## config.mk

```make
export PLATFORM = sky130hd
export DESIGN_NAME = pcb_top
export DESIGN_NICKNAME = d
export VERILOG_FILES = /design/src/rtl/pcb_pkg.sv /design/src/rtl/pcb_pin_sync.sv /design/src/rtl/pcb_watchdog.sv /design/src/rtl/pcb_top.sv
export VERILOG_INCLUDE_DIRS = /design/src /design/src/rtl
export SDC_FILE = /design/constraint.sdc
export NUM_CORES = 1
export LEC_CHECK = 0
export BUFFER_PORTS_ARGS = -buffer_cell sky130_fd_sc_hd__buf_2
export CORE_MARGIN = 4
export CORE_UTILIZATION = 45
export DETAILED_ROUTE_END_ITERATION = 6
export GPL_ROUTABILITY_DRIVEN = 0
export PLACE_DENSITY = 0.71
export SLEW_MARGIN = 20
export SYNTH_ARGS = -nofsm -noshare
export SYNTH_HDL_FRONTEND = slang
export SYNTH_HIERARCHICAL = 1
export SYNTH_SLANG_ARGS = --single-unit
```

## constraint.sdc

```tcl
create_clock -name clk_i -period 8.3 [get_ports clk_i]
set_input_delay 1.66 -clock clk_i [delete_from_list [all_inputs] [get_ports clk_i]]
set_output_delay 1.66 -clock clk_i [all_outputs]
set_load 0.005 [all_outputs]
```

## src/rtl/pcb_params.svh

```systemverilog
// Constants of the peripheral control block: offsets, field positions, keys, reset values.
// Assumes a single system clock; offsets are byte addresses on the register port.
`ifndef PCB_PARAMS_SVH
`define PCB_PARAMS_SVH

`define PCB_NUM_LEVELS 32
`define PCB_NUM_PINS 8
`define PCB_FN_W 3
`define PCB_ADDR_W 8

`define PCB_OFS_PENDING 8'h00
`define PCB_OFS_ENABLE 8'h04
`define PCB_OFS_RESULT 8'h08
`define PCB_OFS_LEVELS 8'h0C
`define PCB_OFS_WDT_SVC 8'h10
`define PCB_OFS_WDT_PERIOD 8'h14
`define PCB_OFS_PIN_FN 8'h18
`define PCB_OFS_PIN_DATA 8'h1C
`define PCB_OFS_PIN_EDGE 8'h20
`define PCB_OFS_PIN_COMB 8'h24
`define PCB_OFS_PIN_EDGE_SEL 8'h28

`define PCB_LVL_FIELD_W 5
`define PCB_LVL_PIT_LSB 0
`define PCB_LVL_EDGE_LSB 8
`define PCB_LVL_LEVEL_LSB 16
`define PCB_CMB_EDGE_LSB 8

`define PCB_KEY_FIRST 16'h556C
`define PCB_KEY_SECOND 16'hAA39
`define PCB_WDT_SEL_W 5
`define PCB_WDT_EXP_W 6
`define PCB_WDT_MIN_EXP 6'h02
`define PCB_WDT_MAX_EXP 26
`define PCB_WDT_SEL_RST 5'h18

`define PCB_RST_ENABLE 32'h0000_0000
`define PCB_RST_LEVELS 21'h00_0000
`define PCB_RST_PIN_FN 24'h00_0000
`define PCB_RST_PIN_BYTE 8'h00
`define PCB_PIN_IDLE 1'b1

`endif

```

## src/rtl/pcb_pkg.sv

```systemverilog
// Types shared by the peripheral control block.
// Assumes pcb_params.svh is on the include path.
`include "pcb_params.svh"
`default_nettype none

package pcb_pkg;
    typedef enum logic [2:0] {
        PCB_FN_IN = 3'h0,
        PCB_FN_OUT = 3'h1,
        PCB_FN_EDGE_CPU = 3'h2,
        PCB_FN_LVL_CPU = 3'h3,
        PCB_FN_EDGE_CTL = 3'h4,
        PCB_FN_LVL_CTL = 3'h5
    } pcb_pin_fn_e;

    typedef enum logic {
        PCB_WDT_IDLE = 1'b0,
        PCB_WDT_ARMED = 1'b1
    } pcb_wdt_st_e;

    typedef struct packed {
        logic sel;
        logic we;
        logic [`PCB_ADDR_W-1:0] addr;
        logic [31:0] wdata;
    } pcb_reg_req_s;

    typedef struct packed {
        logic ack;
        logic [31:0] rdata;
    } pcb_reg_rsp_s;
endpackage

`default_nettype wire

```

## src/rtl/pcb_pin_sync.sv

```systemverilog
// Pin synchroniser with stability filter and edge pulses, one lane per pin.
// Assumes pins are asynchronous to clk_i and idle high.
`include "pcb_params.svh"
`default_nettype none

module pcb_pin_sync (
    input wire logic clk_i,
    input wire logic resetn_i,
    input wire logic [`PCB_NUM_PINS-1:0] pin_i,
    output logic [`PCB_NUM_PINS-1:0] stable_o,
    output logic [`PCB_NUM_PINS-1:0] rise_o,
    output logic [`PCB_NUM_PINS-1:0] fall_o
);
    logic [`PCB_NUM_PINS-1:0] s1_reg;
    logic [`PCB_NUM_PINS-1:0] s2_reg;
    logic [`PCB_NUM_PINS-1:0] s3_reg;
    logic [`PCB_NUM_PINS-1:0] stable_reg;

    always_ff @(posedge clk_i or negedge resetn_i)
    begin
        if (!resetn_i)
        begin
            s1_reg <= {`PCB_NUM_PINS{`PCB_PIN_IDLE}};
            s2_reg <= {`PCB_NUM_PINS{`PCB_PIN_IDLE}};
            s3_reg <= {`PCB_NUM_PINS{`PCB_PIN_IDLE}};
        end
        else
        begin
            s1_reg <= pin_i;
            s2_reg <= s1_reg;
            s3_reg <= s2_reg;
        end
    end

    // A change is accepted only once the second and third stages agree.
    for (genvar i = 0; i < `PCB_NUM_PINS; i++)
    begin : g_lane
        logic take;
        assign take = (s2_reg[i] == s3_reg[i]) && (s3_reg[i] != stable_reg[i]);
        assign rise_o[i] = take && s3_reg[i];
        assign fall_o[i] = take && !s3_reg[i];
        always_ff @(posedge clk_i or negedge resetn_i)
        begin
            if (!resetn_i)
                stable_reg[i] <= `PCB_PIN_IDLE;
            else if (take)
                stable_reg[i] <= s3_reg[i];
        end
    end

    assign stable_o = stable_reg;
endmodule

`default_nettype wire

```

## src/rtl/pcb_watchdog.sv

```systemverilog
// Software watchdog: two-key service sequence and timeout counter.
// Assumes limit_i is stable most of the time and written by the register file.
`include "pcb_params.svh"
`default_nettype none

module pcb_watchdog #(
    parameter int CNT_W = `PCB_WDT_MAX_EXP
) (
    input wire logic clk_i,
    input wire logic resetn_i,
    input wire logic svc_wr_i,
    input wire logic [15:0] svc_data_i,
    input wire logic [CNT_W-1:0] limit_i,
    output logic [CNT_W-1:0] count_o,
    output logic armed_o,
    output logic clear_o,
    output logic reset_o
);
    pcb_pkg::pcb_wdt_st_e state_reg;
    logic [CNT_W-1:0] count_reg;
    logic reset_reg;
    logic timeout;

    // Any foreign value, or the second key out of order, drops back to idle.
    always_ff @(posedge clk_i or negedge resetn_i)
    begin
        if (!resetn_i)
            state_reg <= pcb_pkg::PCB_WDT_IDLE;
        else if (svc_wr_i)
        begin
            if (svc_data_i == `PCB_KEY_FIRST)
                state_reg <= pcb_pkg::PCB_WDT_ARMED;
            else
                state_reg <= pcb_pkg::PCB_WDT_IDLE;
        end
    end

    assign clear_o = svc_wr_i && (svc_data_i == `PCB_KEY_SECOND)
        && (state_reg == pcb_pkg::PCB_WDT_ARMED);
    // Greater-or-equal keeps a shortened period from being skipped past.
    assign timeout = (count_reg >= limit_i);

    always_ff @(posedge clk_i or negedge resetn_i)
    begin
        if (!resetn_i)
            count_reg <= '0;
        else if (clear_o || timeout)
            count_reg <= '0;
        else
            count_reg <= count_reg + 1'b1;
    end

    always_ff @(posedge clk_i or negedge resetn_i)
    begin
        if (!resetn_i)
            reset_reg <= 1'b0;
        else
            reset_reg <= timeout && !clear_o;
    end

    assign count_o = count_reg;
    assign armed_o = (state_reg == pcb_pkg::PCB_WDT_ARMED);
    assign reset_o = reset_reg;
endmodule

`default_nettype wire

```

## src/rtl/pcb_top.sv

```systemverilog
// Peripheral control block: interrupt consolidator, software watchdog, pin port.
// Assumes one system clock and a simple register port driven by the load/store bus.
//
// Functional notes
// - Enabled sources merge into one core request.
// - Thirty-two levels, each masked on its own.
// - Request pins work on edge or level.
// - Read-only pending bits follow each level's signal.
// - One writable enable bit per level.
// - Result is pending AND enable; drives request.
// - Three 5-bit fields place timer and pins.
// - No hardware priority among levels.
// - Completed sequence restarts the watchdog count.
// - Timeout before service issues a system reset.
// - Any other value cancels a partial sequence.
// - Timeout period selectable, counted in clock cycles.
// - Request pins double as plain digital I/O.
// - Per-pin function picks one of six uses.
// - Data register reads inputs, drives outputs.
// - Edge status bit sets on selected transition.
// - Data and edge status share one register.
`include "pcb_params.svh"
`default_nettype none

module pcb_top #(
    parameter int WDT_MAX_EXP = `PCB_WDT_MAX_EXP
) (
    input wire logic clk_i,
    input wire logic resetn_i,
    input wire pcb_pkg::pcb_reg_req_s reg_req_i,
    output pcb_pkg::pcb_reg_rsp_s reg_rsp_o,
    input wire logic [`PCB_NUM_LEVELS-1:0] irq_src_i,
    input wire logic pit_req_i,
    input wire logic [`PCB_NUM_PINS-1:0] pin_i,
    output logic [`PCB_NUM_PINS-1:0] pin_o,
    output logic [`PCB_NUM_PINS-1:0] pin_oe_o,
    output logic [`PCB_NUM_PINS-1:0] pin_core_irq_o,
    output logic core_irq_o,
    output logic wdt_reset_o
);
    // ------------------------------------------------------------
    // Register port decode
    // ------------------------------------------------------------
    logic wr;
    logic rd;
    logic [31:0] wd;
    assign wr = reg_req_i.sel && reg_req_i.we;
    assign rd = reg_req_i.sel && !reg_req_i.we;
    assign wd = reg_req_i.wdata;

    function automatic logic hit(input logic [`PCB_ADDR_W-1:0] a,
                                 input logic [`PCB_ADDR_W-1:0] ofs);
        hit = (a == ofs);
    endfunction

    logic wr_enable;
    logic wr_levels;
    logic wr_svc;
    logic wr_period;
    logic wr_fn;
    logic wr_data;
    logic wr_edge;
    logic wr_comb;
    logic wr_esel;
    assign wr_enable = wr && hit(reg_req_i.addr, `PCB_OFS_ENABLE);
    assign wr_levels = wr && hit(reg_req_i.addr, `PCB_OFS_LEVELS);
    assign wr_svc = wr && hit(reg_req_i.addr, `PCB_OFS_WDT_SVC);
    assign wr_period = wr && hit(reg_req_i.addr, `PCB_OFS_WDT_PERIOD);
    assign wr_fn = wr && hit(reg_req_i.addr, `PCB_OFS_PIN_FN);
    assign wr_data = wr && hit(reg_req_i.addr, `PCB_OFS_PIN_DATA);
    assign wr_edge = wr && hit(reg_req_i.addr, `PCB_OFS_PIN_EDGE);
    assign wr_comb = wr && hit(reg_req_i.addr, `PCB_OFS_PIN_COMB);
    assign wr_esel = wr && hit(reg_req_i.addr, `PCB_OFS_PIN_EDGE_SEL);

    // ------------------------------------------------------------
    // Control registers
    // ------------------------------------------------------------
    logic [`PCB_NUM_LEVELS-1:0] enable_reg;
    logic [20:0] levels_reg;
    logic [`PCB_WDT_SEL_W-1:0] period_reg;
    logic [`PCB_NUM_PINS*`PCB_FN_W-1:0] fn_reg;
    logic [`PCB_NUM_PINS-1:0] pin_out_reg;
    logic [`PCB_NUM_PINS-1:0] esel_reg;

    always_ff @(posedge clk_i or negedge resetn_i)
    begin
        if (!resetn_i)
            enable_reg <= `PCB_RST_ENABLE;
        else if (wr_enable)
            enable_reg <= wd;
    end

    always_ff @(posedge clk_i or negedge resetn_i)
    begin
        if (!resetn_i)
            levels_reg <= `PCB_RST_LEVELS;
        else if (wr_levels)
            levels_reg <= wd[20:0];
    end

    always_ff @(posedge clk_i or negedge resetn_i)
    begin
        if (!resetn_i)
            period_reg <= `PCB_WDT_SEL_RST;
        else if (wr_period)
            period_reg <= wd[`PCB_WDT_SEL_W-1:0];
    end

    always_ff @(posedge clk_i or negedge resetn_i)
    begin
        if (!resetn_i)
            fn_reg <= `PCB_RST_PIN_FN;
        else if (wr_fn)
            fn_reg <= wd[`PCB_NUM_PINS*`PCB_FN_W-1:0];
    end

    // Output latch is written through either the data or the combined view.
    always_ff @(posedge clk_i or negedge resetn_i)
    begin
        if (!resetn_i)
            pin_out_reg <= `PCB_RST_PIN_BYTE;
        else if (wr_data || wr_comb)
            pin_out_reg <= wd[`PCB_NUM_PINS-1:0];
    end

    always_ff @(posedge clk_i or negedge resetn_i)
    begin
        if (!resetn_i)
            esel_reg <= `PCB_RST_PIN_BYTE;
        else if (wr_esel)
            esel_reg <= wd[`PCB_NUM_PINS-1:0];
    end

    // ------------------------------------------------------------
    // Pin port
    // ------------------------------------------------------------
    logic [`PCB_NUM_PINS-1:0] pin_stable;
    logic [`PCB_NUM_PINS-1:0] pin_rise;
    logic [`PCB_NUM_PINS-1:0] pin_fall;

    pcb_pin_sync u_sync (
        .clk_i(clk_i),
        .resetn_i(resetn_i),
        .pin_i(pin_i),
        .stable_o(pin_stable),
        .rise_o(pin_rise),
        .fall_o(pin_fall)
    );

    logic [`PCB_NUM_PINS-1:0] edge_reg;
    logic [`PCB_NUM_PINS-1:0] edge_hit;
    logic [`PCB_NUM_PINS-1:0] edge_w1c;
    logic [`PCB_NUM_PINS-1:0] oe_w;
    logic [`PCB_NUM_PINS-1:0] ctl_edge;
    logic [`PCB_NUM_PINS-1:0] ctl_lvl;
    logic [`PCB_NUM_PINS-1:0] cpu_req;
    logic [`PCB_NUM_PINS-1:0] pin_rd;

    // Level request pins are active low; a function code of 6 or 7 acts as input.
    for (genvar i = 0; i < `PCB_NUM_PINS; i++)
    begin : g_pin
        pcb_pkg::pcb_pin_fn_e fn;
        assign fn = pcb_pkg::pcb_pin_fn_e'(fn_reg[`PCB_FN_W*i +: `PCB_FN_W]);
        assign edge_hit[i] = esel_reg[i] ? pin_rise[i] : pin_fall[i];
        assign oe_w[i] = (fn == pcb_pkg::PCB_FN_OUT);
        assign ctl_edge[i] = (fn == pcb_pkg::PCB_FN_EDGE_CTL) && edge_reg[i];
        assign ctl_lvl[i] = (fn == pcb_pkg::PCB_FN_LVL_CTL) && !pin_stable[i];
        assign cpu_req[i] = ((fn == pcb_pkg::PCB_FN_EDGE_CPU) && edge_reg[i])
            || ((fn == pcb_pkg::PCB_FN_LVL_CPU) && !pin_stable[i]);
        assign pin_rd[i] = oe_w[i] ? pin_out_reg[i] : pin_stable[i];
    end

    assign edge_w1c = wr_edge ? wd[`PCB_NUM_PINS-1:0]
        : (wr_comb ? wd[`PCB_CMB_EDGE_LSB +: `PCB_NUM_PINS] : '0);

    // A transition in the clearing cycle still leaves the bit set.
    always_ff @(posedge clk_i or negedge resetn_i)
    begin
        if (!resetn_i)
            edge_reg <= '0;
        else
            edge_reg <= (edge_reg & ~edge_w1c) | edge_hit;
    end

    always_ff @(posedge clk_i or negedge resetn_i)
    begin
        if (!resetn_i)
        begin
            pin_oe_o <= '0;
            pin_core_irq_o <= '0;
        end
        else
        begin
            pin_oe_o <= oe_w;
            pin_core_irq_o <= cpu_req;
        end
    end

    assign pin_o = pin_out_reg;

    // ------------------------------------------------------------
    // Interrupt consolidator
    // ------------------------------------------------------------
    logic [`PCB_LVL_FIELD_W-1:0] lvl_pit;
    logic [`PCB_LVL_FIELD_W-1:0] lvl_edge;
    logic [`PCB_LVL_FIELD_W-1:0] lvl_level;
    logic [`PCB_NUM_LEVELS-1:0] pend_next;
    logic [`PCB_NUM_LEVELS-1:0] pend_reg;
    logic [`PCB_NUM_LEVELS-1:0] result;
    assign lvl_pit = levels_reg[`PCB_LVL_PIT_LSB +: `PCB_LVL_FIELD_W];
    assign lvl_edge = levels_reg[`PCB_LVL_EDGE_LSB +: `PCB_LVL_FIELD_W];
    assign lvl_level = levels_reg[`PCB_LVL_LEVEL_LSB +: `PCB_LVL_FIELD_W];

    always_comb
    begin
        pend_next = irq_src_i;
        if (pit_req_i)
            pend_next[lvl_pit] = 1'b1;
        if (|ctl_edge)
            pend_next[lvl_edge] = 1'b1;
        if (|ctl_lvl)
            pend_next[lvl_level] = 1'b1;
    end

    always_ff @(posedge clk_i or negedge resetn_i)
    begin
        if (!resetn_i)
            pend_reg <= '0;
        else
            pend_reg <= pend_next;
    end

    // Every level weighs the same; the handler reads the result and picks.
    assign result = pend_reg & enable_reg;
    assign core_irq_o = |result;

    // ------------------------------------------------------------
    // Software watchdog
    // ------------------------------------------------------------
    logic [`PCB_WDT_EXP_W-1:0] wdt_exp;
    logic [WDT_MAX_EXP-1:0] wdt_limit;
    logic [WDT_MAX_EXP-1:0] wdt_count;
    logic wdt_armed;
    logic wdt_clear;

    // Period is two to the power of (minimum + select), capped at the top.
    always_comb
    begin
        wdt_exp = `PCB_WDT_MIN_EXP + {1'b0, period_reg};
        if (wdt_exp > `PCB_WDT_EXP_W'(WDT_MAX_EXP))
            wdt_exp = `PCB_WDT_EXP_W'(WDT_MAX_EXP);
        wdt_limit = {WDT_MAX_EXP{1'b1}} >> (`PCB_WDT_EXP_W'(WDT_MAX_EXP) - wdt_exp);
    end

    pcb_watchdog #(
        .CNT_W(WDT_MAX_EXP)
    ) u_wdt (
        .clk_i(clk_i),
        .resetn_i(resetn_i),
        .svc_wr_i(wr_svc),
        .svc_data_i(wd[15:0]),
        .limit_i(wdt_limit),
        .count_o(wdt_count),
        .armed_o(wdt_armed),
        .clear_o(wdt_clear),
        .reset_o(wdt_reset_o)
    );

    // ------------------------------------------------------------
    // Read path
    // ------------------------------------------------------------
    logic [31:0] rd_mux;
    logic ack_reg;
    logic [31:0] rdata_reg;

    always_comb
    begin
        rd_mux = '0;
        if (hit(reg_req_i.addr, `PCB_OFS_PENDING))
            rd_mux = pend_reg;
        else if (hit(reg_req_i.addr, `PCB_OFS_ENABLE))
            rd_mux = enable_reg;
        else if (hit(reg_req_i.addr, `PCB_OFS_RESULT))
            rd_mux = result;
        else if (hit(reg_req_i.addr, `PCB_OFS_LEVELS))
            rd_mux = {11'h000, levels_reg};
        else if (hit(reg_req_i.addr, `PCB_OFS_WDT_SVC))
            rd_mux = {31'h0, wdt_armed};
        else if (hit(reg_req_i.addr, `PCB_OFS_WDT_PERIOD))
            rd_mux = {27'h0, period_reg};
        else if (hit(reg_req_i.addr, `PCB_OFS_PIN_FN))
            rd_mux = {8'h00, fn_reg};
        else if (hit(reg_req_i.addr, `PCB_OFS_PIN_DATA))
            rd_mux = {24'h00_0000, pin_rd};
        else if (hit(reg_req_i.addr, `PCB_OFS_PIN_EDGE))
            rd_mux = {24'h00_0000, edge_reg};
        else if (hit(reg_req_i.addr, `PCB_OFS_PIN_COMB))
            rd_mux = {16'h0000, edge_reg, pin_rd};
        else if (hit(reg_req_i.addr, `PCB_OFS_PIN_EDGE_SEL))
            rd_mux = {24'h00_0000, esel_reg};
    end

    always_ff @(posedge clk_i or negedge resetn_i)
    begin
        if (!resetn_i)
        begin
            ack_reg <= 1'b0;
            rdata_reg <= '0;
        end
        else
        begin
            ack_reg <= reg_req_i.sel;
            rdata_reg <= rd ? rd_mux : '0;
        end
    end

    assign reg_rsp_o.ack = ack_reg;
    assign reg_rsp_o.rdata = rdata_reg;

    // ------------------------------------------------------------
    // Checks
    // ------------------------------------------------------------
    AST_MASK_ALL: assert property (
        @(posedge clk_i) disable iff (!resetn_i)
        (enable_reg == '0) |-> !core_irq_o)
        else $error("request raised with every level masked");

    AST_PEND_FOLLOWS: assert property (
        @(posedge clk_i) disable iff (!resetn_i)
        1'b1 |=> ((pend_reg & $past(irq_src_i)) == $past(irq_src_i)))
        else $error("pending bit missed an active source");

    AST_ENABLE_WRITE: assert property (
        @(posedge clk_i) disable iff (!resetn_i)
        wr_enable |=> (enable_reg == $past(wd)))
        else $error("enable register did not take the written value");

    AST_SRC_TO_REQ: assert property (
        @(posedge clk_i) disable iff (!resetn_i)
        (irq_src_i[0] && enable_reg[0] && !wr_enable) |=> core_irq_o)
        else $error("enabled source did not raise the core request");

    AST_RESULT_READ: assert property (
        @(posedge clk_i) disable iff (!resetn_i)
        (rd && hit(reg_req_i.addr, `PCB_OFS_RESULT))
            |=> (reg_rsp_o.ack && reg_rsp_o.rdata == $past(pend_reg & enable_reg)))
        else $error("result read does not match pending and enable");

    AST_PIT_LEVEL: assert property (
        @(posedge clk_i) disable iff (!resetn_i)
        pit_req_i |=> pend_reg[$past(lvl_pit)])
        else $error("timer request missed its assigned level");

    AST_WDT_CLEAR: assert property (
        @(posedge clk_i) disable iff (!resetn_i)
        (wr_svc && wd[15:0] == `PCB_KEY_SECOND && wdt_armed)
            |=> (wdt_count == '0) ##1 (wdt_count == 1) ##0 !wdt_reset_o)
        else $error("second key did not restart the watchdog");

    AST_WDT_CANCEL: assert property (
        @(posedge clk_i) disable iff (!resetn_i)
        (wr_svc && wd[15:0] != `PCB_KEY_FIRST) |=> !wdt_armed)
        else $error("foreign value left the sequence armed");

    AST_WDT_TIMEOUT: assert property (
        @(posedge clk_i) disable iff (!resetn_i)
        (wdt_count >= wdt_limit && !wdt_clear) |=> (wdt_reset_o && wdt_count == '0))
        else $error("watchdog expired without issuing reset");

    AST_WDT_SERVED: assert property (
        @(posedge clk_i) disable iff (!resetn_i)
        wdt_clear |=> !wdt_reset_o)
        else $error("reset issued in the servicing cycle");

    AST_EDGE_SET: assert property (
        @(posedge clk_i) disable iff (!resetn_i)
        edge_hit[1] |=> edge_reg[1] [*2] or (edge_reg[1] ##1 $past(edge_w1c[1])))
        else $error("selected transition did not set edge status");

    AST_EDGE_STICKY: assert property (
        @(posedge clk_i) disable iff (!resetn_i)
        (edge_reg[1] && !edge_w1c[1]) |=> edge_reg[1])
        else $error("edge status dropped without a clearing one");

    AST_PIN_DRIVE: assert property (
        @(posedge clk_i) disable iff (!resetn_i)
        (wr_data && g_pin[0].fn == pcb_pkg::PCB_FN_OUT && !wr_fn)
            |=> (pin_oe_o[0] && pin_o[0] == $past(wd[0])))
        else $error("output pin not driven with written data");
endmodule

`default_nettype wire

```

==> results of run 1 <==
-- worst max path at each step --
stage	slack (ns)	startpoint	endpoint	cells past startpoint
CTS	3.33	period_reg[1]$_DFFE_PN0P_	u_wdt/reset_o$_DFF_PN0_	16
floorplan	4.34	period_reg[1]$_DFFE_PN0P_	u_wdt/count_o[10]$_DFF_PN0_	17
finish	3.31	period_reg[1]$_DFFE_PN0P_	u_wdt/reset_o$_DFF_PN0_	16
global placement	3.36	reg_req_i[35]	enable_reg[28]$_DFFE_PN0P_	6
global route	3.00	period_reg[1]$_DFFE_PN0P_	u_wdt/reset_o$_DFF_PN0_	16
detailed placement	3.23	reg_req_i[35]	enable_reg[18]$_DFFE_PN0P_	6
-- power groups by stage --
stage               clock [mW]  sequential (mW)  combinational (mW)
global route              1.37             1.34               0.339
detailed placement           0             1.35               0.300
global placement             0             1.34               0.292
finish                    1.28             1.33               0.302
floorplan                    0             1.32               0.189
CTS                       1.31             1.33               0.302
-- area by class of cell --
cell class	instances	area share (%)
Antenna cell	1	0.0167
Tap cell	384	3.21
Multi-Input combinational cell	848	42.5
Inverter	46	1.15
Clock inverter	12	1.37
Timing Repair Buffer	147	5.13
Clock buffer	37	5.03
Sequential cell	247	41.6
-- layer usage --
metal / vias to the layer above / share of wire, % / GRT usage (%)
li1: 4713 / - / -
met1: 5158 / 43 / 33.7
met2: 529 / 45 / 36.3
met3: 92 / 8.9 / 4.18
met4: 0 / 3.3 / 7.70
met5: - / 0 / 0
-- cell families (layout without fill, tap and decap cells) --
| group | after synthesis | after routing | synth area share (%) |
|---|---|---|---|
| AOI/OAI and AO/OA | 284 | 284 | 14.8 |
| xor gates and xnor gates | 25 | 25 | 1.68 |
| adders and majority gates | 39 | 39 | 3.67 |
| buffers and inverters | 98 | 242 | 3.32 |
| DFF | 247 | 247 | 47.8 |
| muxes | 126 | 126 | 11.2 |
| other | 0 | 1 | 0 |
| and+or+nand+nor | 374 | 374 | 17.5 |
-- cells in the mapped netlist (15+ instances only) --
| library cell | n | area (µm²) |
|---|---|---|
| ha_1 | 31 | 388 |
| dfstp_2 | 34 | 893 |
| buf_2 | 19 | 95.1 |
| nand3_1 | 33 | 165 |
| nor4bb_1 | 18 | 180 |
| nand2_1 | 77 | 289 |
| dfrtp_1 | 213 | 5330 |
| inv_1 | 43 | 161 |
| a22oi_1 | 29 | 218 |
| mux2_4 | 20 | 300 |
| o221ai_1 | 32 | 280 |
| clkbuf_1 | 20 | 75.1 |
| a21oi_1 | 88 | 440 |
| nor3_1 | 23 | 115 |
| mux2_2 | 69 | 777 |
| nor2_1 | 69 | 259 |
| xor2_1 | 15 | 131 |
| o21ai_0 | 41 | 205 |
| nor3b_1 | 21 | 158 |
| nand4_1 | 18 | 113 |
| nor3_2 | 21 | 210 |
| mux2i_1 | 25 | 250 |
-- worst max-delay path, cell delays in order (launching register included) --
cell     delay, ns
dfrtp_1       0.45
ha_1          0.39
or2_2         0.34
a21oi_1       0.12
o21ai_0       0.08
a21oi_1       0.32
nand2_1       0.15
ha_1          0.38
or2_2         0.35
o21ai_0       0.18
inv_1         0.08
ha_1          0.31
o21ai_0       0.16
nor2_1        0.07
o41ai_2       0.37
nand3_2       0.63
and2_2        0.48
-- metrics by stage --
stage	hold slack (ns)	util, %
after floorplan	0.345	-
after global placement	0.347	48.9
after detailed placement	0.347	48.9
after CTS	0.355	52.3
after global routing	0.358	52.3
final	0.354	52.3
-- layout by cell type (no fill, tap or decap), types with 9 or more instances in the layout --
master	n
a2111oi_0	9
a21o_1	10
a21oi_1	88
a221oi_1	11
a22oi_1	29
a31oi_1	12
buf_2	142
clkbuf_16	27
dfrtp_1	213
dfstp_2	34
ha_1	31
inv_1	43
mux2_1	12
mux2_2	69
mux2_4	20
mux2i_1	25
nand2_1	77
nand2b_1	11
nand3_1	33
nand4_1	18
nor2_1	69
nor3_1	23
nor3_2	21
nor3b_1	21
nor4bb_1	18
o21ai_0	41
o221ai_1	32
xnor2_1	10
xor2_1	15
==> flow_summary.json, run 1 <==
{
  "stdcell_area_um2": 15000,
  "rr_worst_depth": 16,
  "cp-end-kind": "flop",
  "avgViaCountPerCell": 6.09,
  "cp.arrival_ns": 5.41,
  "status": "completed",
  "worstMarginPinSlew_ns": 1.04,
  "syn_area_um2": 13000,
  "cap_violations": 0,
  "p_sw_share_pct": 25.3,
  "cts_buffer_depth": 3,
  "cts.sinks": 247,
  "setup_viol": 0,
  "post_cts_buffers": 0,
  "yosysUniqueCellTypes": 84,
  "firstDrtPassIters": 6,
  "seq_area_um2": 6220,
  "htreeDepth": 1,
  "grt_antenna_before_repair": 1,
  "peakVddDrop_mv": 0.141,
  "clk_pin_slew_ns": 0.06,
  "fin_ws_ns": 3.31,
  "p_sw_mw": 0.736,
  "grt_pass1_wl_mm": 58.8,
  "maxSlewViolCount": 0,
  "pre_cts_ws_ns": 3.23,
  "synth_area_per_cell_um2": 10.9,
  "ios": 144,
  "drt_iter0_markers": 1236,
  "placed_cell_area_um2": 14000,
  "synth-edff-count": 0,
  "postSynthCellCount": 1193,
  "place_inst": 1672,
  "hold_path_class": "reg -> reg",
  "clockRootBuffer": "clkbuf_16",
  "worstReg2RegStart": "period_reg[1]$_DFFE_PN0P_",
  "drive_gt1_share_pct": 28.4,
  "clk-insertion-delay-late_ns": 0.56,
  "core_um2": 28600,
  "fin_setup_tns_ns": 0,
  "synth_nets": 1309,
  "synth_warnings": 6,
  "ys_seq_area_share_pct": 47.8,
  "critPathMaxFanout": 27,
  "cts_buffers": 27,
  "num_vias": 10500,
  "worstSetupStartpointType": "flop",
  "power_density_nw_per_um2": 195,
  "hold_viol_final": 0,
  "cts_resized": 0,
  "tritoncts": "built",
  "areaGrowthSynthToFinish_pct": 15.0,
  "max_freq_mhz": 200,
  "routed_wl_mm": 37.5,
  "rsz0062_at_grt": "false",
  "post-route-drc-count": 0,
  "die_width_um": 178,
  "port_buffers": 143,
  "pwr-share-clk_pct": 44.0,
  "synth_ff_type": "dfrtp_1",
  "stdcell_count": 1722,
  "grt_pass1_vias": 10300,
  "min_from": "u_sync/s1_reg[6]$_DFF_PN1_",
  "grt_max_degree": 143,
  "intPower_mw": 2.18,
  "synthArstFlopShare_pct": 100,
  "power_frac_seq_pct": 45.6,
  "min_to": "u_sync/s2_reg[6]$_DFF_PN1_",
  "multi_input_area_um2": 6360,
  "fillers": 2490,
  "initial_core_util_pct": 45.5,
  "die_h_um": 178,
  "r2r_end": "u_wdt/reset_o$_DFF_PN0_",
  "worstSetupPathType": "reg -> reg",
  "total_leakage_power_nw": 6.95,
  "crit_required_ns": 8.72,
  "ctsHoldBuffers": 0,
  "ff2ff_setup_slack_ns": 3.31,
  "track_usage_pct": 23.5,
  "ys_seq_elements": 247,
  "finalCritPeriodShare_pct": 60.2,
  "comb_power_share_pct": 10.4,
  "rows": 62,
  "final_nets": 1433,
  "fin_skew_ns": 0.0326,
  "hold_path_depth": 0,
  "die-area_um2": 31700,
  "relSlewSlack_pct": 30.5,
  "grt.overflow.total": 0,
  "detailed_place_hpwl_mm": 27.2,
  "ant_nets": 0,
  "finalCriticalPeriod_ns": 4.99,
  "fin_total_pwr_mw": 2.91,
  "wl_per_cell_um": 21.8
}
Note: power is estimated with default switching activity, not from simulation.
==> run 2: changes to the inputs <==
clock period = 4.8 ns   (was 8.3 ns; I/O delays follow)
==> run 2 against run 1 <==
Effect of this change: design area is 0.12% lower; fmax up 10%; final cell count is 0.46% higher; die area is the same; critical path type unchanged; critical endpoint unchanged.
==> flow_summary.json, run 2 (synthesized netlist as in run 1, its figures left out) <==
{
  "die_width_um": 178,
  "finalCritPeriodShare_pct": 94.3,
  "ctsHoldBuffers": 0,
  "rsz0062_at_grt": "false",
  "final_nets": 1441,
  "cts_buffer_depth": 3,
  "cp.arrival_ns": 5.00,
  "cts.sinks": 247,
  "wl_per_cell_um": 22.1,
  "critPathMaxStageDelay_ns": 0.44,
  "setup_viol": 0,
  "firstDrtPassIters": 5,
  "track_usage_pct": 23.9,
  "met1_length_mm": 16.2,
  "detailed_place_hpwl_mm": 27.7,
  "routed_wl_mm": 38.3,
  "fin_skew_ns": 0.0310,
  "initial_core_util_pct": 45.5,
  "fin_util_pct": 52.2,
  "hold_path_depth": 0,
  "worstMarginPinSlew_ns": 0.947,
  "clk_pin_slew_ns": 0.06,
  "tritoncts": "built",
  "worstSetupStartpointType": "flop",
  "grt_pass1_vias": 10300,
  "hold_viol_final": 0,
  "max_freq_mhz": 221,
  "cts_buffers": 27,
  "min_from": "u_sync/s1_reg[0]$_DFF_PN1_",
  "crit_required_ns": 5.27,
  "cp_cell_sequence": "ha_1 -> or2_2 -> a21oi_1 -> o21ai_0 -> a21oi_1 -> nand2_1 -> ha_1 -> or2_2 -> nor2_1 -> inv_1 -> ha_1 -> nand4_1 -> nor4_1 -> o41ai_2 -> nand3_2 -> buf_4 -> and2_2",
  "drive_gt1_share_pct": 29.0,
  "core_um2": 28600,
  "rr_worst_depth": 17,
  "cap_violations": 0,
  "num_vias": 10500,
  "ff2ff_setup_slack_ns": 0.27,
  "grt.overflow.total": 0,
  "grt_antenna_before_repair": 2,
  "cts_resized": 0,
  "wl_met2_mm": 17.5,
  "cp_common_cell": "ha_1",
  "worstReg2RegStart": "period_reg[1]$_DFFE_PN0P_",
  "post_cts_buffers": 0,
  "drt_iter0_markers": 1130,
  "grt_pass1_wl_mm": 59.4,
  "route.met3.wl_mm": 3.55,
  "die_h_um": 178,
  "maxSlewViolCount": 0,
  "hold_path_class": "reg -> reg",
  "rows": 62,
  "peakVddDrop_mv": 0.264,
  "htreeDepth": 1,
  "total_leakage_power_nw": 6.96,
  "clockRootBuffer": "clkbuf_16",
  "fin_setup_tns_ns": 0,
  "finalCriticalPeriod_ns": 4.53,
  "clk-insertion-delay-late_ns": 0.56,
  "r2r_end": "u_wdt/reset_o$_DFF_PN0_",
  "status": "completed",
  "routed.top_layer": "met4",
  "ios": 144,
  "port_buffers": 143,
  "relSlewSlack_pct": 36.3,
  "min_to": "u_sync/s2_reg[0]$_DFF_PN1_",
  "avgViaCountPerCell": 6.08,
  "ant_nets": 0,
  "critPathMaxFanout": 27,
  "mostFrequentLayoutCells": "dfrtp_1, buf_2, a21oi_1",
  "power_density_nw_per_um2": 324,
  "areaGrowthSynthToFinish_pct": 14.8,
  "final_common_cell": "dfrtp_1",
  "worstSetupPathType": "reg -> reg",
  "die-area_um2": 31700,
  "post-route-drc-count": 0,
  "grt_max_degree": 120,
  "cp-end-kind": "flop",
  "slowest_stage": "dfrtp_1"
}
[run 2: final cells by class]
class                   instances  area (µm²)
fillers                      2530       13700
well taps                     384         480
flip-flops and latches        247        6220
clock buffers                  39         801
multi-input cells             848        6360
inverters                      46         173
diodes                          1        2.50
repair buffers                155         828
clock inverters                10        80.1
[run 2: layer usage]
metal  global-route usage [%]  up-vias
met1                     33.9     5155
li1                         -     4732
met5                        0        -
met3                     4.60       82
met2                     37.1      544
met4                     7.38        0
[run 2: how the worst max path moves through the flow]
stage / slack, ns / startpoint / end
final: 0.27 / period_reg[1]$_DFFE_PN0P_ / u_wdt/reset_o$_DFF_PN0_
after CTS: 0.35 / period_reg[1]$_DFFE_PN0P_ / u_wdt/reset_o$_DFF_PN0_
after global routing: 0.04 / period_reg[1]$_DFFE_PN0P_ / u_wdt/count_o[3]$_DFF_PN0_
after floorplan: 0.84 / period_reg[1]$_DFFE_PN0P_ / u_wdt/count_o[10]$_DFF_PN0_
after detailed placement: 0.41 / period_reg[1]$_DFFE_PN0P_ / u_wdt/reset_o$_DFF_PN0_
after global placement: 0.50 / period_reg[1]$_DFFE_PN0P_ / u_wdt/reset_o$_DFF_PN0_
[run 2: power by group]
part	total (mW)	internal, mW	switching, mW	leakage (nW)
clock	2.03	1.17	0.861	0.435
sequential	2.29	2.19	0.109	3.19
combinational	0.529	0.213	0.316	3.34
total	4.85	3.57	1.29	6.96
[run 2: worst max-delay path: cells and delay by family, from the launching register on]
family / cells / cell delay [ns]
adders and majority gates: 3 / 1.05
and+or+nand+nor: 8 / 1.83
buffers and inverters: 2 / 0.41
DFF: 1 / 0.44
AOI/OAI and AO/OA: 4 / 0.70
[run 2: per-stage QoR]
step	setup WS (ns)	total power [mW]	instance area, µm²	cells	hold slack (ns)
global placement	0.504	2.83	14100	1680	0.347
global route	0.0400	5.05	15000	1730	0.356
detailed placement	0.409	2.85	14100	1680	0.347
finish	0.274	4.85	15000	1730	0.355
CTS	0.345	4.89	15000	1729	0.352
floorplan	0.840	2.62	13000	1193	0.345
==> run 3: changes to the inputs <==
CORE_UTILIZATION = 40   (was 45)
PLACE_DENSITY = 0.65   (was 0.71)
SLEW_MARGIN = 30   (was 20)
clock period = 4.2 ns   (was 4.8 ns; I/O delays follow)
==> run 3 against run 2 <==
Effect of this change: critical endpoint unchanged; design area is 2.9% higher; highest routed layer unchanged; critical path depth is 1 higher; non-clock buffer count up 14.
==> flow_summary.json, run 3 (synthesized netlist as in run 1, its figures left out) <==
{
  "ant_nets": 0,
  "cap_violations": 0,
  "fin_ws_ns": 0.199,
  "grt_pass1_wl_mm": 60.4,
  "die-area_um2": 35500,
  "ff2ff_setup_slack_ns": 0.20,
  "ios": 144,
  "r2r_end": "u_wdt/reset_o$_DFF_PN0_",
  "crit_required_ns": 4.62,
  "mostFrequentLayoutCells": "dfrtp_1, buf_2, a21oi_1",
  "clockRootBuffer": "clkbuf_16",
  "post-route-drc-count": 0,
  "detailed_place_hpwl_mm": 28.5,
  "final_common_cell": "dfrtp_1",
  "critPathMaxStageDelay_ns": 0.42,
  "hold_viol_final": 0,
  "total_leakage_power_nw": 7.13,
  "crit_family": "simple AND/OR/NAND/NOR gates",
  "fin_skew_ns": 0.0633,
  "grt_antenna_before_repair": 1,
  "routed.top_layer": "met4",
  "route.met3.wl_mm": 3.07,
  "slowest_stage": "a2111oi_2",
  "finalCritPeriodShare_pct": 95.3,
  "track_usage_pct": 21.1,
  "path_buf_inv": 3,
  "avgViaCountPerCell": 5.92,
  "htreeDepth": 1,
  "worstMarginPinSlew_ns": 0.987,
  "tritoncts": "built",
  "routed_wl_mm": 38.9,
  "stdcell_area_um2": 15400,
  "core_um2": 31800,
  "drive_gt1_share_pct": 30.8,
  "areaGrowthSynthToFinish_pct": 18.2,
  "fin_util_pct": 48.4,
  "cp.arrival_ns": 4.42,
  "worstSetupStartpointType": "flop",
  "port_buffers": 143,
  "cts.sinks": 247,
  "wl_per_cell_um": 21.7,
  "relSlewSlack_pct": 34.1,
  "peakVddDrop_mv": 0.329,
  "rows": 65,
  "hold_path_class": "in -> async",
  "drt_iter0_markers": 1004,
  "worstReg2RegStart": "period_reg[1]$_DFFE_PN0P_",
  "grt_pass1_vias": 10400,
  "multi_input_area_um2": 6420,
  "die_h_um": 188,
  "cp_common_cell": "ha_1",
  "placed_cell_area_um2": 14200,
  "worstSetupPathType": "reg -> reg",
  "seq_area_um2": 6220,
  "fillers": 2894,
  "met1_length_mm": 17.3,
  "clk_pin_slew_ns": 0.06,
  "cts_buffers": 28,
  "num_vias": 10600,
  "cp-end-kind": "flop",
  "ctsHoldBuffers": 0,
  "grt.overflow.total": 0,
  "setup_viol": 0,
  "die_width_um": 188,
  "finalCriticalPeriod_ns": 4.00,
  "pre_cts_ws_ns": 0.0526,
  "final_nets": 1456,
  "firstDrtPassIters": 7,
  "rr_worst_depth": 18,
  "hold_ws_ns": 0.170,
  "critPathMaxFanout": 8,
  "cts_buffer_depth": 3,
  "initial_core_util_pct": 40.9,
  "wl_met2_mm": 17.7,
  "maxSlewViolCount": 0,
  "grt_max_degree": 90,
  "clk-insertion-delay-late_ns": 0.59,
  "status": "completed",
  "power_density_nw_per_um2": 386,
  "max_freq_mhz": 250,
  "cp_cell_sequence": "ha_1 -> or2_2 -> a21oi_2 -> o21ai_1 -> a21oi_2 -> nand2_1 -> ha_1 -> buf_4 -> nand2b_4 -> nor2_1 -> inv_1 -> ha_1 -> nand4_1 -> a21oi_1 -> a2111oi_2 -> nand3_2 -> buf_12 -> and2_2"
}
## run 3: cell count changes in the layout (fill, tap and decap cells not counted), sizes merged
cell | before | now
clkbuf | 39 | 31
clkinv | 8 | 12
buf | 155 | 168
clkinvlp | 2 | 5
inv | 46 | 45
bufinv | 0 | 6
## run 3: routing by layer
layer	GRT usage, %	up-vias
li1	-	4779
met1	30.6	5319
met2	33.1	490
met3	3.87	53
met4	5.07	0
met5	0	-
## run 3: final cells by class
| cell class | instances | area share (%) |
|---|---|---|
| sequential | 247 | 40.4 |
| antenna | 1 | 0.0163 |
| multi-input combinational | 848 | 41.7 |
| inverter | 46 | 1.12 |
| timing repair buffer | 169 | 6.42 |
| clock inverter | 22 | 2.01 |
| tap | 435 | 3.54 |
| clock buffer | 30 | 4.73 |
## run 3: what timing repair did
action / CTS / global route
setup endpoints to repair: 0 / 27
resized for setup: 0 / 15
buffers inserted: 0 / 3
## run 3: through the flow
stage | TNS [ns] | instances | power, mW
2_1_floorplan | 0 | 1193 | 2.99
3_3_place_gp | 0 | 1740 | 3.25
3_5_place_dp | 0 | 1741 | 3.27
4_1_cts | 0 | 1793 | 5.96
5_1_grt | -0.531 | 1798 | 6.18
6_report | 0 | 1798 | 5.94
## run 3: report_power, final
group | leakage [nW] | switching, mW | internal (mW) | total [mW]
sequential | 3.19 | 0.125 | 2.50 | 2.62
combinational | 3.44 | 0.373 | 0.267 | 0.640
clock | 0.497 | 1.04 | 1.64 | 2.68
## run 3: how the worst max path moves through the flow
| stage | from | end | slack (ns) | cells after the start |
|---|---|---|---|---|
| detailed placement | period_reg[1]$_DFFE_PN0P_ | u_wdt/count_o[3]$_DFF_PN0_ | 0.05 | 18 |
| global route | period_reg[1]$_DFFE_PN0P_ | u_wdt/reset_o$_DFF_PN0_ | -0.06 | 18 |
| global placement | period_reg[1]$_DFFE_PN0P_ | u_wdt/reset_o$_DFF_PN0_ | 0.15 | 17 |
| finish | period_reg[1]$_DFFE_PN0P_ | u_wdt/reset_o$_DFF_PN0_ | 0.20 | 18 |
| floorplan | period_reg[1]$_DFFE_PN0P_ | u_wdt/count_o[10]$_DFF_PN0_ | 0.24 | 17 |
| CTS | period_reg[1]$_DFFE_PN0P_ | u_wdt/count_o[3]$_DFF_PN0_ | 0.03 | 18 |
